## src/hdl/cbx_consts.vh

```
// Constants for the bit-op, branch and call execution block
`ifndef CBX_CONSTS_VH
`define CBX_CONSTS_VH
// Status register field positions
`define CBX_SR_C 0
`define CBX_SR_Z 1
`define CBX_SR_N 2
`define CBX_SR_GIE 3
`define CBX_SR_CORE_HALT_BIT 4
`define CBX_SR_OSCILLATOR_OFF_BIT 5
`define CBX_SR_V 8
// Flag clear masks (inverted constants)
`define CBX_MASK_CARRY 16'h0001
`define CBX_MASK_ZERO 16'h0002
`define CBX_MASK_NEG 16'h0004
// Operation codes
`define CBX_OP_SET_BITS 3'h0
`define CBX_OP_BIT_TEST 3'h1
`define CBX_OP_BRANCH 3'h2
`define CBX_OP_CALL 3'h3
`define CBX_OP_CLEAR_DEST 3'h4
`define CBX_OP_CLEAR_CARRY 3'h5
`define CBX_OP_CLEAR_NEG 3'h6
`define CBX_OP_CLEAR_ZERO 3'h7
// Call target modes
`define CBX_MODE_DIRECT 2'h0
`define CBX_MODE_INDIRECT 2'h1
`define CBX_MODE_AUTOINC 2'h2
`define CBX_MODE_INDEXED 2'h3
// Stack step and pointer step, in bytes
`define CBX_STACK_STEP 20'h0_0002
`define CBX_PTR_STEP 20'h0_0002
// Reset values
`define CBX_SR_RESET 16'h0000
`define CBX_PC_RESET 20'h0_0000
`endif

```

## src/hdl/cbx_exec.v

```verilog
// Execution of set-bits, bit-test, branch, call, clear and flag-clear ops
//
// Summary of operation
// - Set-bits writes source OR destination
// - Word set-bits to register clears bits 19:16
// - Bit test only updates flags, no write
// - Bit test keeps register upper bits intact
// - Bit test sets N from MSB, Z if zero
// - Bit test: C is not Z, V cleared
// - Branch loads 16-bit destination, flags untouched
// - Branch is a move into program counter
// - Call: hold target, push return, load PC
// - Call clears PC 19:16, flags untouched
// - Auto-increment call bumps pointer by two
// - Indexed call reads base plus signed offset
// - Clear destination writes zero, flags untouched
// - Clear carry resets only carry flag
// - Clear negative ANDs status with inverted 04h
// - Clear zero ANDs status with inverted 02h
// - Flag clears always run at word size
// - Mode bits never changed by these ops
`timescale 1ns/1ps
`default_nettype none
`include "cbx_consts.vh"
module cbx_exec #(
  parameter AW = 20
) (
  // Clock and reset
  input wire sys_clk,
  input wire rst_b,
  // Instruction request
  input wire start,
  input wire [2:0] op,
  input wire byte_op,
  input wire dst_is_reg,
  input wire [1:0] call_mode,
  input wire [AW-1:0] src_val,
  input wire [AW-1:0] dst_val,
  input wire [AW-1:0] ptr_val,
  input wire [15:0] index_off,
  input wire [AW-1:0] return_pc,
  input wire [AW-1:0] sp_in,
  output wire busy,
  output reg done_q,
  // Destination write-back
  output reg dst_we_q,
  output reg [AW-1:0] dst_wdata_q,
  output reg dst_byte_q,
  // Pointer register write-back
  output reg ptr_we_q,
  output reg [AW-1:0] ptr_wdata_q,
  // Stack pointer write-back
  output reg sp_we_q,
  output reg [AW-1:0] sp_wdata_q,
  // Memory access
  output reg mem_rd_q,
  output reg mem_wr_q,
  output reg [AW-1:0] mem_addr_q,
  output reg [15:0] mem_wdata_q,
  input wire [15:0] mem_rdata,
  input wire mem_ack,
  // Program counter and status register
  output reg pc_we_q,
  output reg [AW-1:0] pc_q,
  output reg [15:0] status_register_q
);
  // ==========================================================
  // States
  // ==========================================================
  localparam [2:0] ST_IDLE = 3'd0;
  localparam [2:0] ST_FETCH = 3'd1;
  localparam [2:0] ST_PUSH = 3'd2;
  localparam [2:0] ST_STORE = 3'd3;
  localparam [2:0] ST_LOAD = 3'd4;

  reg [2:0] state_q;
  reg [2:0] state_d;
  reg [15:0] target_q;
  reg [AW-1:0] ret_q;
  reg [AW-1:0] sp_new_q;

  wire [AW-1:0] or_res;
  wire [AW-1:0] and_res;
  wire neg;
  wire zero;

  // ==========================================================
  // Logic unit
  // ==========================================================
  cbx_logic_unit #(
    .W(AW)
  ) u_lu (
    .src(src_val),
    .dst(dst_val),
    .byte_op(byte_op),
    .or_res(or_res),
    .and_res(and_res),
    .neg(neg),
    .zero(zero)
  );

  assign busy = (state_q != ST_IDLE);

  // Sign-extended index offset for indexed call
  function [AW-1:0] sext16;
    input [15:0] v;
    begin
      sext16 = {{(AW-16){v[15]}}, v};
    end
  endfunction

  // ==========================================================
  // Sequencer
  // ==========================================================
  always @* begin
    state_d = state_q;
    case (state_q)
      ST_IDLE: begin
        if (start && op == `CBX_OP_CALL) begin
          if (call_mode == `CBX_MODE_DIRECT)
            state_d = ST_PUSH;
          else
            state_d = ST_FETCH;
        end
      end
      ST_FETCH: begin
        if (mem_ack)
          state_d = ST_PUSH;
      end
      ST_PUSH: state_d = ST_STORE;
      ST_STORE: begin
        if (mem_ack)
          state_d = ST_LOAD;
      end
      ST_LOAD: state_d = ST_IDLE;
      default: state_d = ST_IDLE;
    endcase
  end

  always @(posedge sys_clk) begin
    if (!rst_b) begin
      state_q <= ST_IDLE;
      target_q <= 16'h0000;
      ret_q <= `CBX_PC_RESET;
      sp_new_q <= `CBX_PC_RESET;
      done_q <= 1'b0;
      dst_we_q <= 1'b0;
      dst_wdata_q <= `CBX_PC_RESET;
      dst_byte_q <= 1'b0;
      ptr_we_q <= 1'b0;
      ptr_wdata_q <= `CBX_PC_RESET;
      sp_we_q <= 1'b0;
      sp_wdata_q <= `CBX_PC_RESET;
      mem_rd_q <= 1'b0;
      mem_wr_q <= 1'b0;
      mem_addr_q <= `CBX_PC_RESET;
      mem_wdata_q <= 16'h0000;
      pc_we_q <= 1'b0;
      pc_q <= `CBX_PC_RESET;
      status_register_q <= `CBX_SR_RESET;
    end else begin
      state_q <= state_d;
      done_q <= 1'b0;
      dst_we_q <= 1'b0;
      ptr_we_q <= 1'b0;
      sp_we_q <= 1'b0;
      pc_we_q <= 1'b0;
      case (state_q)
        ST_IDLE: begin
          if (start) begin
            dst_byte_q <= byte_op;
            case (op)
              `CBX_OP_SET_BITS: begin
                // Register word result drops 19:16; memory keeps operand size
                dst_we_q <= 1'b1;
                dst_wdata_q <= or_res;
                done_q <= 1'b1;
              end
              `CBX_OP_BIT_TEST: begin
                // No write-back: register upper bits stay as they were
                status_register_q[`CBX_SR_N] <= neg;
                status_register_q[`CBX_SR_Z] <= zero;
                status_register_q[`CBX_SR_C] <= ~zero;
                status_register_q[`CBX_SR_V] <= 1'b0;
                done_q <= 1'b1;
              end
              `CBX_OP_BRANCH: begin
                // Move of destination into PC, any source mode
                pc_we_q <= 1'b1;
                pc_q <= {{(AW-16){1'b0}}, dst_val[15:0]};
                done_q <= 1'b1;
              end
              `CBX_OP_CALL: begin
                ret_q <= return_pc;
                sp_new_q <= sp_in - `CBX_STACK_STEP;
                if (call_mode == `CBX_MODE_DIRECT) begin
                  target_q <= dst_val[15:0];
                end else begin
                  mem_rd_q <= 1'b1;
                  if (call_mode == `CBX_MODE_INDEXED)
                    mem_addr_q <= ptr_val + sext16(index_off);
                  else
                    mem_addr_q <= ptr_val;
                end
              end
              `CBX_OP_CLEAR_DEST: begin
                dst_we_q <= 1'b1;
                dst_wdata_q <= {AW{1'b0}};
                done_q <= 1'b1;
              end
              `CBX_OP_CLEAR_CARRY: begin
                // Word-size clear-bits on status; mode bits kept
                status_register_q <= status_register_q & ~`CBX_MASK_CARRY;
                done_q <= 1'b1;
              end
              `CBX_OP_CLEAR_NEG: begin
                status_register_q <= status_register_q & ~`CBX_MASK_NEG;
                done_q <= 1'b1;
              end
              default: begin
                status_register_q <= status_register_q & ~`CBX_MASK_ZERO;
                done_q <= 1'b1;
              end
            endcase
          end
        end
        ST_FETCH: begin
          if (mem_ack) begin
            mem_rd_q <= 1'b0;
            target_q <= mem_rdata;
            if (call_mode == `CBX_MODE_AUTOINC) begin
              // Pointer moves only after its word was read
              ptr_we_q <= 1'b1;
              ptr_wdata_q <= ptr_val + `CBX_PTR_STEP;
            end
          end
        end
        ST_PUSH: begin
          sp_we_q <= 1'b1;
          sp_wdata_q <= sp_new_q;
          mem_wr_q <= 1'b1;
          mem_addr_q <= sp_new_q;
          mem_wdata_q <= ret_q[15:0];
        end
        ST_STORE: begin
          if (mem_ack)
            mem_wr_q <= 1'b0;
        end
        ST_LOAD: begin
          // Status flags untouched by the call
          pc_we_q <= 1'b1;
          pc_q <= {{(AW-16){1'b0}}, target_q};
          done_q <= 1'b1;
        end
        default: begin
          mem_rd_q <= 1'b0;
          mem_wr_q <= 1'b0;
        end
      endcase
    end
  end
endmodule // cbx_exec
`default_nettype wire

```

## src/hdl/cbx_logic_unit.v

```verilog
// Combinational logic unit: OR, AND and flag evaluation
`timescale 1ns/1ps
`default_nettype none
`include "cbx_consts.vh"
module cbx_logic_unit #(
  parameter W = 20
) (
  // Operands
  input wire [W-1:0] src,
  input wire [W-1:0] dst,
  input wire byte_op,
  // Results
  output wire [W-1:0] or_res,
  output wire [W-1:0] and_res,
  output wire neg,
  output wire zero
);
  // OR result cleared above the operand size
  assign or_res = byte_op ? {{(W-8){1'b0}}, src[7:0] | dst[7:0]} :
                            {{(W-16){1'b0}}, src[15:0] | dst[15:0]};
  assign and_res = src & dst;
  assign neg = byte_op ? and_res[7] : and_res[15];
  assign zero = byte_op ? (and_res[7:0] == 8'h00) : (and_res[15:0] == 16'h0000);
endmodule // cbx_logic_unit
`default_nettype wire

```

## config.mk

```make
export PLATFORM = sky130hd
export DESIGN_NAME = cbx_exec
export DESIGN_NICKNAME = d
export VERILOG_FILES = /design/src/hdl/cbx_exec.v /design/src/hdl/cbx_logic_unit.v
export VERILOG_INCLUDE_DIRS = /design/src /design/src/hdl
export SDC_FILE = /design/constraint.sdc
export NUM_CORES = 1
export LEC_CHECK = 0
export ABC_CLOCK_PERIOD_IN_PS = 4800
export BUFFER_PORTS_ARGS = -buffer_cell sky130_fd_sc_hd__buf_4
export CORE_MARGIN = 2
export CORE_UTILIZATION = 55
export DETAILED_ROUTE_END_ITERATION = 16
export PLACE_DENSITY = 0.92
export SLEW_MARGIN = 20
export SYNTH_ARGS = -nofsm -noshare
export SYNTH_HDL_FRONTEND = slang
export SYNTH_SLANG_ARGS = --single-unit
```

## constraint.sdc

```tcl
create_clock -name sys_clk -period 4.8 [get_ports sys_clk]
set_input_delay 0.96 -clock sys_clk [delete_from_list [all_inputs] [get_ports sys_clk]]
set_output_delay 0.96 -clock sys_clk [all_outputs]
set_load 0.005 [all_outputs]
```

After elaboration in Yosys (flattened, before gate mapping)
Index checks and enable logic that the tools add are counted.
{"block": "classes", "bitwise_logic": 9, "n_eq_ne": 20, "addsub": 3, "reduce_logical": 32, "mux": 38}
{"operator": "20-bit 2-to-1 mux", "n": 6}
{"operator": "20-bit one-hot mux with 2 select lines", "n": 3}
{"operator": "16-bit 2-to-1 mux", "n": 5}
{"operator": "16-bit one-hot mux with 2 select lines", "n": 1}
{"operator": "5-bit AND reduction", "n": 5}
{"operator": "3-bit one-hot mux with 4 select lines", "n": 2}
{"operator": "3-bit AND reduction", "n": 7}
{"operator": "20-bit by 2-bit adder with 20-bit output (second input constant)", "n": 1}
{"operator": "20-bit adder", "n": 1}
{"operator": "20-bit by 2-bit subtractor with 20-bit output (second input constant)", "n": 1}
{"operator": "16-bit AND", "n": 1}
{"operator": "16-bit logical NOT", "n": 1}
{"operator": "2-bit != test (second input constant)", "n": 8}
{"operator": "16-bit bitwise OR", "n": 1}
{"operator": "1-bit 2-to-1 mux", "n": 13}
{"operator": "3-bit by 2-bit equality test with 1-bit output (second input constant)", "n": 4}
{"operator": "3-bit equality test (second input constant)", "n": 4}
{"operator": "2-bit nonzero test", "n": 6}
{"operator": "3-bit 2-to-1 mux", "n": 3}
{"operator": "8-bit logical NOT", "n": 1}
{"operator": "8-bit bitwise OR", "n": 1}
{"operator": "3-bit by 1-bit equality test with 1-bit output (second input constant)", "n": 2}
{"operator": "3-bit logical NOT", "n": 2}
{"operator": "1-bit NOT", "n": 6}
{"operator": "other kinds (12)", "n": 17}
{"block": "totals", "output_inout_bits": 141, "ff_bits": 182, "elab_cells": 123, "input_bits": 143}

Logic depth before layout (Yosys ltp)
Gate-level depths: netlist of run 1.
{"block": "depth", "depth_word": 6, "mapped_depth": 9, "ltp_nobuf": 9}

Hierarchy
Synthesis of run 1 repeated with hierarchy kept, for this count alone.
{"block": "hier_totals", "hier_cells": 1082, "hier_area_um2": 9155.0}
{"mod": "cbx_exec", "instances": 1, "cells_per_inst": 1021, "area_each_um2": 8824.7, "seq_area_each_um2": 3563.4}
{"mod": "cbx_logic_unit", "instances": 1, "cells_per_inst": 61, "area_each_um2": 330.3, "seq_area_each_um2": 0.0}

Least setup slack after synthesis of run 1
Ideal clock, no wire load.
{"block": "synth_path", "kind": "input -> register", "start": "input ptr_val[0]", "end": "register mem_addr_q[16]", "setup_time_ps": 116, "required_ps": 4684, "slack_ps": 1894, "arrival_ps": 2790, "stages": 9, "n_path_buf": 0, "path_cell_list": "ha_1 inv_1 fa_1 nor2b_1 o31a_1 a221oi_2 or3_1 o2111a_1 o211a_1"}
{"block": "synth_between", "elab_chain_cells": 6}
{"element": "start, declared", "line_no": "cbx_exec.v:39", "source": "input wire [AW-1:0] ptr_val,"}
{"element": "20-bit adder", "line_no": "cbx_exec.v:201", "source": "mem_addr_q <= ptr_val + sext16(index_off);"}
{"element": "20-bit 2-to-1 mux", "line_no": "cbx_exec.v:200", "source": "if (call_mode == `CBX_MODE_INDEXED)"}
{"element": "20-bit 2-to-1 mux", "line_no": "cbx_exec.v:196", "source": "if (call_mode == `CBX_MODE_DIRECT) begin"}
{"element": "20-bit 2-to-1 mux", "line_no": "cbx_exec.v:172", "source": "case (op)"}
{"element": "20-bit 2-to-1 mux", "line_no": "cbx_exec.v:170", "source": "if (start) begin"}
{"element": "20-bit one-hot mux with 2 select lines", "line_no": "cbx_exec.v:168", "source": "case (state_q)"}
{"element": "end signal, assigned", "line_no": "cbx_exec.v:156", "source": "mem_addr_q <= `CBX_PC_RESET;"}
{"element": "end signal, assigned", "line_no": "cbx_exec.v:201"}
{"element": "end signal, assigned", "line_no": "cbx_exec.v:203", "source": "mem_addr_q <= ptr_val;"}
{"element": "end, declared", "line_no": "cbx_exec.v:58", "source": "output reg [AW-1:0] mem_addr_q,"}
Every way passes these cells. The select of a mux whose other input is x is not followed.
A chain may end at the register's enable or synchronous reset.

Final worst setup path of run 1
{"block": "layout_path", "start": "register state_q[1]", "end": "register mem_addr_q[15]"}
{"block": "layout_between", "elab_chain_cells": 3, "elab_cells_between_ends": 8}
{"element": "start, declared", "line_no": "cbx_exec.v:76", "source": "reg [2:0] state_q;"}
{"element": "start signal, assigned", "line_no": "cbx_exec.v:162", "source": "state_q <= state_d;"}
{"element": "3-bit by 2-bit equality test with 1-bit output / 3-bit logical NOT (equally long branches)", "line_no": "cbx_exec.v:168"}
{"element": "2-bit nonzero test (no source line) / 2-bit != test (equally long branches)"}
{"element": "4-bit AND reduction (no source line)"}
Several ways; a longest one is shown, not always the timed one.

==> results.yml, run 1 <==
critical_path:
  r2r_start: "state_q[1]$_SDFFE_PN0P_"
  endpoint_kind: "register"
  cp_max_fo: 41
  r2r_slack_ns: 1.86
  crit_arrival_ns: 3.29
  path_class: "register to register"
  cp.required_ns: 5.14
  slowest_delay_ns: 0.80
  cp_cell_sequence: "nor3b_2 -> buf_4 -> nand2_1 -> a21oi_1 -> mux2_2 -> o221ai_1 -> nor3_1"
  critPathSlowestCell: "dfxtp_1"
  cp-start-kind: "register"
  rr_worst_depth: 7
  timing.rr.end: "mem_addr_q[15]$_SDFFE_PN0P_"
logic_synthesis:
  yosys_warnings: 0
  syn_inst: 1089
  avgSynthCellArea_sq_um: 8.10
  syn_area_sq_mm: 0.00882
  synth-seq-cells: 174
  synth-edff-count: 0
  synth_flop_cell: "dfxtp_1"
  netlist_top_cells_area: "dfxtp_1, a21oi_1, nand2_1, a211oi_1, nor2_1"
  ys_async_sr_fraction: 0
  yosysSeqAreaShare: 0.395
  yosysUniqueCellTypes: 70
  yosysTopAreaCellShare: 0.395
  yosysTopAreaCell: "dfxtp_1"
final_layout:
  mostFrequentLayoutCell: "buf_4"
  layout_common_cells: "buf_4, dfxtp_1, nand2_1"
  nets: 1460
  antenna_cells: 0
  drive_above_1_share: 0.241
  finalInstanceArea_sq_mm: 0.0113
  regArea_sq_mm: 0.00348
  fillers: 1243
  fin_cells: 1524
  multi_input_area_sq_mm: 0.00493
  area_growth_pct: 27.8
route:
  routedWlPerCell_microns: 17.8
  vias: 8900
  drc: 0
  drt_iter0_drc: 776
  viasPerCell: 5.84
  first_pass_iters: 6
  drtAntennaViolNets: 0
  routed_wl_microns: 27100
cts:
  hold_buffers: 0
  clkLatencyLatePin_ns: 0.43
  cts_resized: 0
  cts.path.max_buffers: 2
  cts-root-buf: "clkbuf_16"
  h-tree-depth: 4
  cts_tree: "yes"
  cts.sinks: 174
  cts_made_buffers: 17
  postCtsSetupRepairBufs: 0
  path_clk_slew_ns: 0.07
floorplan:
  dieWidth_microns: 131
  core_area_sq_mm: 0.0158
  dieArea_sq_mm: 0.0171
  initial_core_util: 0.559
  io_pins: 284
  core.rowCount: 46
  die_h_microns: 131
pwr:
  seqPwrFrac: 0.437
  leakage_uw: 0.00441
  p_sw_uw: 1020
  switching_share: 0.286
  peakVddDrop_v: 0.000251
  p_int_uw: 2560
  powerDensity_mw_per_mm2: 318
  pwr-share-comb: 0.183
  pwr-share-clk: 0.380
global_route:
  antenna_found_initial: 0
  grt.overflow.total: 0
  grt_max_degree: 111
  grt_pass1_vias: 8120
  grt_usage: 0.306
  grt_first_pass_wirelength_microns: 41000
timing:
  hold_violations: 0
  period_share: 0.613
  slew_headroom: 0.283
  max_freq_ghz: 0.340
  rsz0062_at_grt: "false"
  fin_setup_tns_ns: 0
  worst_pin_slew_ns: 1.08
  slew_viol_final: 0
  setup_viol: 0
  fin_worst_skew_ns: 0.0100
  min_period_ns: 2.94
worst_hold_path:
  min_to: "mem_wdata_q[6]$_SDFFE_PN0P_"
  hold_start: "ret_q[6]$_SDFFE_PN0P_"
  hold_path_depth: 2
  hold_class: "register to register"
place:
  dp_cells: 1491
  gp_congestion: 0.934
  dpl.hpwl_microns: 19800
  io_buffers: 249
  dpl-instance-area_sq_mm: 0.0107
status:
  status: "completed"
job:
  cap_violations: 0
[logic make-up (layout without fill, tap and decap cells)]
| family | Yosys count | count (layout) | synth area share |
|---|---|---|---|
| buffers and inverters | 106 | 305 | 0.0576 |
| muxes | 36 | 36 | 0.0410 |
| other | 1 | 21 | 0.000425 |
| and+or+nand+nor | 392 | 392 | 0.202 |
| DFF | 174 | 174 | 0.395 |
| xor gates and xnor gates | 43 | 43 | 0.0427 |
| AOI/OAI and AO/OA | 315 | 315 | 0.229 |
| adders and majority gates | 22 | 22 | 0.0321 |
[final cells by class]
cell class / instances / share of cell area
repair buffers: 258 / 0.173
inverters: 15 / 0.00544
flip-flops and latches: 174 / 0.309
well taps: 216 / 0.0240
clock inverters: 10 / 0.00899
multi-input cells: 829 / 0.437
clock buffers: 22 / 0.0421
[sequential cells by signal, summed over array words and instances, names as in the netlist, 20 cells and up]
signal and flops:
mem_addr_q 20, ptr_wdata_q 20, sp_new_q 20, sp_wdata_q 20
[layer usage]
metal	part of all wire	wire, microns	up-vias	GRT usage
met5	0	0	-	0
met4	0.032	860	0	0.131
met3	0.084	2260	80	0.0708
met2	0.47	12600	420	0.493
met1	0.42	11300	4141	0.395
li1	-	-	4259	-
[worst max path at each step]
stage                                  from                     endpoint  depth (start not counted)
CTS                 state_q[1]$_SDFFE_PN0P_  mem_addr_q[15]$_SDFFE_PN0P_                          7
finish              state_q[1]$_SDFFE_PN0P_  mem_addr_q[15]$_SDFFE_PN0P_                          7
floorplan                        ptr_val[0]  mem_addr_q[16]$_SDFFE_PN0P_                          9
detailed placement               ptr_val[0]  mem_addr_q[16]$_SDFFE_PN0P_                         10
global placement                 ptr_val[0]  mem_addr_q[16]$_SDFFE_PN0P_                         10
global route        state_q[1]$_SDFFE_PN0P_  mem_addr_q[15]$_SDFFE_PN0P_                          7
[through the flow]
| stage | setup WS, ns | hold WS, ns | power [uW] | utilization |
|---|---|---|---|---|
| floorplan | 1.89 | 0.432 | 1970 | - |
| CTS | 1.92 | 0.449 | 3580 | 0.713 |
| finish | 1.86 | 0.447 | 3580 | 0.715 |
| global placement | 1.61 | 0.436 | 2220 | 0.677 |
| detailed placement | 1.55 | 0.443 | 2230 | 0.677 |
| global route | 1.58 | 0.470 | 3720 | 0.715 |
[power groups by stage]
| stage | Clock [uW] | Combinational, uW | Sequential [uW] |
|---|---|---|---|
| CTS | 1370 | 646 | 1560 |
| detailed placement | 0 | 640 | 1590 |
| global route | 1440 | 716 | 1570 |
| floorplan | 0 | 392 | 1580 |
| finish | 1360 | 657 | 1560 |
| global placement | 0 | 628 | 1590 |
[Yosys cell counts, drive strengths merged (6+ instances only)]
| master | n |
|---|---|
| dfxtp | 174 |
| nand2 | 161 |
| a21oi | 123 |
| nor2 | 121 |
| a211oi | 75 |
| buf | 48 |
| clkbuf | 43 |
| o21ai | 40 |
| mux2i | 35 |
| nor3 | 28 |
| xnor2 | 27 |
| ha | 21 |
| nand3 | 19 |
| xor2 | 16 |
| inv | 15 |
| o211ai | 13 |
| a31oi | 9 |
| or3 | 9 |
| and2 | 8 |
| nor2b | 8 |
| a21o | 7 |
| o21a | 6 |
| o221ai | 6 |
[worst max-delay path, delay by kind of cell, from the launching register on]
family	cells	cell delay, ns
AOI/OAI and AO/OA	2	0.28
buffers and inverters	1	0.50
DFF	1	0.80
muxes	1	0.18
and+or+nand+nor	3	1.09
No activity file was read; power rests on OpenSTA's default activity.
==> run 2: changes to the inputs <==
--- a/config.mk
+++ b/config.mk
@@ -6,12 +6,12 @@
 export SDC_FILE = /design/constraint.sdc
 export NUM_CORES = 1
 export LEC_CHECK = 0
-export ABC_CLOCK_PERIOD_IN_PS = 4800
+export ABC_CLOCK_PERIOD_IN_PS = 2600
 export BUFFER_PORTS_ARGS = -buffer_cell sky130_fd_sc_hd__buf_4
 export CORE_MARGIN = 2
-export CORE_UTILIZATION = 55
+export CORE_UTILIZATION = 46
 export DETAILED_ROUTE_END_ITERATION = 16
-export PLACE_DENSITY = 0.92
+export PLACE_DENSITY = 0.82
 export SLEW_MARGIN = 20
 export SYNTH_ARGS = -nofsm -noshare
 export SYNTH_HDL_FRONTEND = slang
==> constraint.sdc (replaced) <==
create_clock -name sys_clk -period 2.6 [get_ports sys_clk]
set_input_delay 0.52 -clock sys_clk [delete_from_list [all_inputs] [get_ports sys_clk]]
set_output_delay 0.52 -clock sys_clk [all_outputs]
set_load 0.005 [all_outputs]
==> run 2 against run 1 <==
  * Sequential cell count unchanged
  * Sequential share of layout area decreased by 0.68 points
  * Routed wire length about the same
  * Hold slack got worse by 0.13 ns
  * Non-clock buffer count increased by 27
  * Via count decreased by 1.2%
==> results.yml, run 2 (synthesis results as in run 1) <==
status:
  status: "completed"
cts:
  postCtsSetupRepairBufs: 0
  cts_made_buffers: 17
  clkLatencyLatePin_ns: 0.43
  cts.path.max_buffers: 2
  cts.sinks: 174
  cts_tree: "yes"
  path_clk_slew_ns: 0.07
  cts_resized: 0
  hold_buffers: 0
  h-tree-depth: 4
  cts-root-buf: "clkbuf_16"
floorplan:
  core.rowCount: 50
  initial_core_util: 0.470
  core_area_sq_mm: 0.0188
  dieArea_sq_mm: 0.0203
  dieWidth_microns: 142
  die_h_microns: 142
  io_pins: 284
final_layout:
  fin_cells: 1569
  regArea_sq_mm: 0.00348
  nets: 1487
  layout_common_cells: "buf_4, dfxtp_1, nand2_1"
  fillers: 1670
  antenna_cells: 0
  drive_above_1_share: 0.258
  area_growth_pct: 30.7
  multi_input_area_sq_mm: 0.00493
  mostFrequentLayoutCell: "buf_4"
timing:
  min_period_ns: 2.35
  rsz0062_at_grt: "false"
  hold_violations: 0
  period_share: 0.903
  slew_viol_final: 0
  fin_setup_tns_ns: 0
  setup_viol: 0
  max_freq_ghz: 0.426
  hold_ws_ns: 0.318
  worst_slack_ns: 0.253
  worst_pin_slew_ns: 1.04
  fin_worst_skew_ns: 0.0150
  slew_headroom: 0.308
place:
  dpl.hpwl_microns: 20300
  gp_congestion: 0.963
  dp_cells: 1537
  io_buffers: 249
  pre_cts_slack_ns: -0.138
global_route:
  grt_pass1_vias: 8186
  grt.overflow.total: 0
  grt_first_pass_wirelength_microns: 41600
  grt_usage: 0.258
  antenna_found_initial: 0
  grt_max_degree: 81
route:
  wl_met2_microns: 12600
  viasPerCell: 5.61
  drc: 0
  first_pass_iters: 5
  vias: 8796
  wl_met1_microns: 11700
  dr_wl_met3_microns: 2040
  routed_wl_microns: 27000
  top_layer: "met4"
  routedWlPerCell_microns: 17.2
  drt_iter0_drc: 661
  drtAntennaViolNets: 0
critical_path:
  critPathSlowestCell: "fa_1"
  cp_top_family: "compound AO/OA/AOI/OAI gates"
  cp_cell_sequence: "buf_4 -> ha_1 -> inv_1 -> fa_1 -> nor2b_1 -> o31a_1 -> a221oi_2 -> o311a_1 -> or3_1 -> a31oi_1"
  cp-start-kind: "input port"
  crit_arrival_ns: 2.69
  cp_max_fo: 4
  slowest_delay_ns: 0.37
  cp.required_ns: 2.95
  endpoint_kind: "register"
  crit_buf_inv: 2
  path_class: "input port to register"
pwr:
  power_uw: 6710
  powerDensity_mw_per_mm2: 582
  leakage_uw: 0.00455
  peakVddDrop_v: 0.000427
job:
  cap_violations: 0
worst_hold_path:
  hold_class: "input port to register"
==> run 2: report_power, final <==
group | internal (uW) | switching [uW]
combinational | 565 | 698
sequential | 2790 | 88.6
clock | 1370 | 1200
==> run 2: area by class of cell <==
| type | count | share of cell area |
|---|---|---|
| inverter | 15 | 0.00510 |
| multi-input combinational | 829 | 0.428 |
| clock inverter | 15 | 0.0148 |
| tap | 234 | 0.0254 |
| sequential | 174 | 0.302 |
| timing repair buffer | 285 | 0.188 |
| clock buffer | 17 | 0.0369 |
==> run 2: worst paths after layout <==
kind | cells past startpoint | start | endpoint | slack, ns
worst max-delay path | 10 | ptr_val[0] | mem_addr_q[18]$_SDFFE_PN0P_ | 0.25
worst min-delay path | 2 | sp_in[1] | sp_new_q[1]$_SDFFE_PN0P_ | 0.32
worst max register to register | 4 | state_q[0]$_SDFFE_PN0P_ | pc_q[12]$_SDFFE_PN0P_ | 0.45
worst min register to register | 2 | dst_wdata_q[15]$_SDFFE_PN0P_ | dst_wdata_q[15]$_SDFFE_PN0P_ | 0.45
==> run 2: routing by layer <==
| metal | vias up | GRT usage |
|---|---|---|
| met1 | 4106 | 0.346 |
| met4 | 0 | 0.0907 |
| met5 | - | 0 |
| met2 | 337 | 0.411 |
| li1 | 4310 | - |
| met3 | 43 | 0.0535 |
==> run 2: per-stage QoR <==
stage	cell area, sq um	utilization
2_1_floorplan	8890	-
4_1_cts	11500	0.614
3_3_place_gp	10900	0.582
5_1_grt	11500	0.614
6_report	11500	0.614
3_5_place_dp	10900	0.582
==> run 2: worst reg2reg max path: cells and delay by family, from the launching register on <==
kind	cells	cell delay (ns)
simple gates	2	1.13
flops	1	0.46
compound gates	1	0.28
mux	1	0.18
==> run 3: changes to the inputs <==
--- a/config.mk
+++ b/config.mk
@@ -8,11 +8,10 @@
 export LEC_CHECK = 0
 export ABC_CLOCK_PERIOD_IN_PS = 2600
 export BUFFER_PORTS_ARGS = -buffer_cell sky130_fd_sc_hd__buf_4
-export CORE_MARGIN = 2
 export CORE_UTILIZATION = 46
 export DETAILED_ROUTE_END_ITERATION = 16
+export MAX_ROUTING_LAYER = met4
 export PLACE_DENSITY = 0.82
-export SLEW_MARGIN = 20
 export SYNTH_ARGS = -nofsm -noshare
 export SYNTH_HDL_FRONTEND = slang
 export SYNTH_SLANG_ARGS = --single-unit
==> run 3 against run 2 <==
  * Combinational power about the same
  * Sequential cell count unchanged
  * Clock skew down 0.0070 ns
  * Sequential power about the same
  * Via count up 0.20%
  * Clock power about the same
  * Final cell count up 0.19%
  * Die area down 2.8%
  * Register-to-register slack about the same
  * Critical path depth unchanged
  * Critical path type unchanged
==> results.yml, run 3 (synthesis results as in run 1) <==
status:
  status: "completed"
pwr:
  power_uw: 6680
  powerDensity_mw_per_mm2: 579
  peakVddDrop_v: 0.000449
  leakage_uw: 0.00456
final_layout:
  nets: 1490
  drive_above_1_share: 0.259
  layout_common_cells: "buf_4, dfxtp_1, nand2_1"
  antenna_cells: 0
  fin_cells: 1572
  area_growth_pct: 30.9
  mostFrequentLayoutCell: "buf_4"
timing:
  slew_viol_final: 0
  hold_ws_ns: 0.326
  hold_violations: 0
  max_freq_ghz: 0.427
  min_period_ns: 2.34
  period_share: 0.902
  setup_viol: 0
  worst_slack_ns: 0.256
  worst_pin_slew_ns: 1.01
  slew_headroom: 0.328
  fin_setup_tns_ns: 0
  fin_worst_skew_ns: 0.00795
  rsz0062_at_grt: "false"
critical_path:
  cp_cell_sequence: "buf_4 -> ha_1 -> inv_1 -> fa_1 -> nor2b_1 -> o31a_1 -> a221oi_2 -> or3_1 -> o2111a_1 -> o211a_1"
  crit_buf_inv: 2
  path_class: "input port to register"
  endpoint_kind: "register"
  r2r_start: "state_q[1]$_SDFFE_PN0P_"
  critPathSlowestCell: "fa_1"
  r2r_slack_ns: 0.45
  cp.required_ns: 2.92
  rr_worst_depth: 6
  cp-start-kind: "input port"
  cp_top_family: "compound AO/OA/AOI/OAI gates"
  cp-startpoint: "ptr_val[0]"
  timing.rr.end: "mem_addr_q[15]$_SDFFE_PN0P_"
  cp_max_fo: 4
  crit_arrival_ns: 2.66
  slowest_delay_ns: 0.38
place:
  io_buffers: 249
  dpl.hpwl_microns: 20400
  pre_cts_slack_ns: -0.136
  dp_cells: 1540
  gp_congestion: 0.952
route:
  drt_iter0_drc: 421
  vias: 8814
  viasPerCell: 5.61
  routed_wl_microns: 27000
  routedWlPerCell_microns: 17.2
  first_pass_iters: 5
  drtAntennaViolNets: 0
  drc: 0
floorplan:
  dieArea_sq_mm: 0.0197
  core_area_sq_mm: 0.0188
  die_h_microns: 140
  dieWidth_microns: 140
  io_pins: 284
  core.rowCount: 50
  initial_core_util: 0.470
cts:
  hold_buffers: 0
  postCtsSetupRepairBufs: 0
  cts-root-buf: "clkbuf_16"
  clkLatencyLatePin_ns: 0.43
  cts_made_buffers: 17
  cts.path.max_buffers: 2
  path_clk_slew_ns: 0.07
  cts_tree: "yes"
  cts_resized: 0
  h-tree-depth: 4
  cts.sinks: 174
global_route:
  grt_max_degree: 72
  grt_usage: 0.281
  antenna_found_initial: 0
  grt.overflow.total: 0
  grt_pass1_vias: 7955
  grt_first_pass_wirelength_microns: 42200
worst_hold_path:
  hold_path_depth: 2
  min_to: "sp_new_q[1]$_SDFFE_PN0P_"
  hold_class: "input port to register"
  hold_start: "sp_in[1]"
job:
  cap_violations: 0
-- run 3: cell count changes in the layout (fill, tap and decap cells not counted), sizes merged --
cell      before  now
inv           22   24
buf          285  288
clkinvlp       3    1
bufinv         1    0
clkinv         4    5
-- run 3: worst max path at each step --
stage                                       end  slack [ns]  cells after the start
detailed placement  mem_addr_q[16]$_SDFFE_PN0P_       -0.14                     10
CTS                 mem_addr_q[16]$_SDFFE_PN0P_        0.29                     10
global placement    mem_addr_q[16]$_SDFFE_PN0P_       -0.11                     10
finish              mem_addr_q[16]$_SDFFE_PN0P_        0.26                     10
floorplan           mem_addr_q[16]$_SDFFE_PN0P_        0.13                      9
global route        mem_addr_q[16]$_SDFFE_PN0P_        0.17                     10
-- run 3: area by class of cell --
type | count | area (sq um)
multi-input combinational | 829 | 4930
tap | 234 | 293
clock buffer | 17 | 425
clock inverter | 15 | 165
inverter | 15 | 58.8
timing repair buffer | 288 | 2190
fill | 1681 | 7230
sequential | 174 | 3480
-- run 3: metrics by stage --
| step | utilization | cell area (sq um) |
|---|---|---|
| CTS | 0.615 | 11500 |
| global placement | 0.583 | 11000 |
| detailed placement | 0.583 | 11000 |
| finish | 0.615 | 11500 |
| floorplan | - | 8890 |
| global route | 0.615 | 11500 |
-- run 3: routing by layer --
layer	up-vias	share of wire	global-route usage
met5	-	0	-
met3	42	0.062	0.0506
met4	0	0.021	0.0850
met1	4146	0.44	0.369
met2	314	0.47	0.440
li1	4312	-	-
-- run 3: where the power goes --
part | total, uW | internal (uW) | switching (uW)
sequential | 2870 | 2790 | 87.8
combinational | 1270 | 569 | 700
clock | 2540 | 1300 | 1240
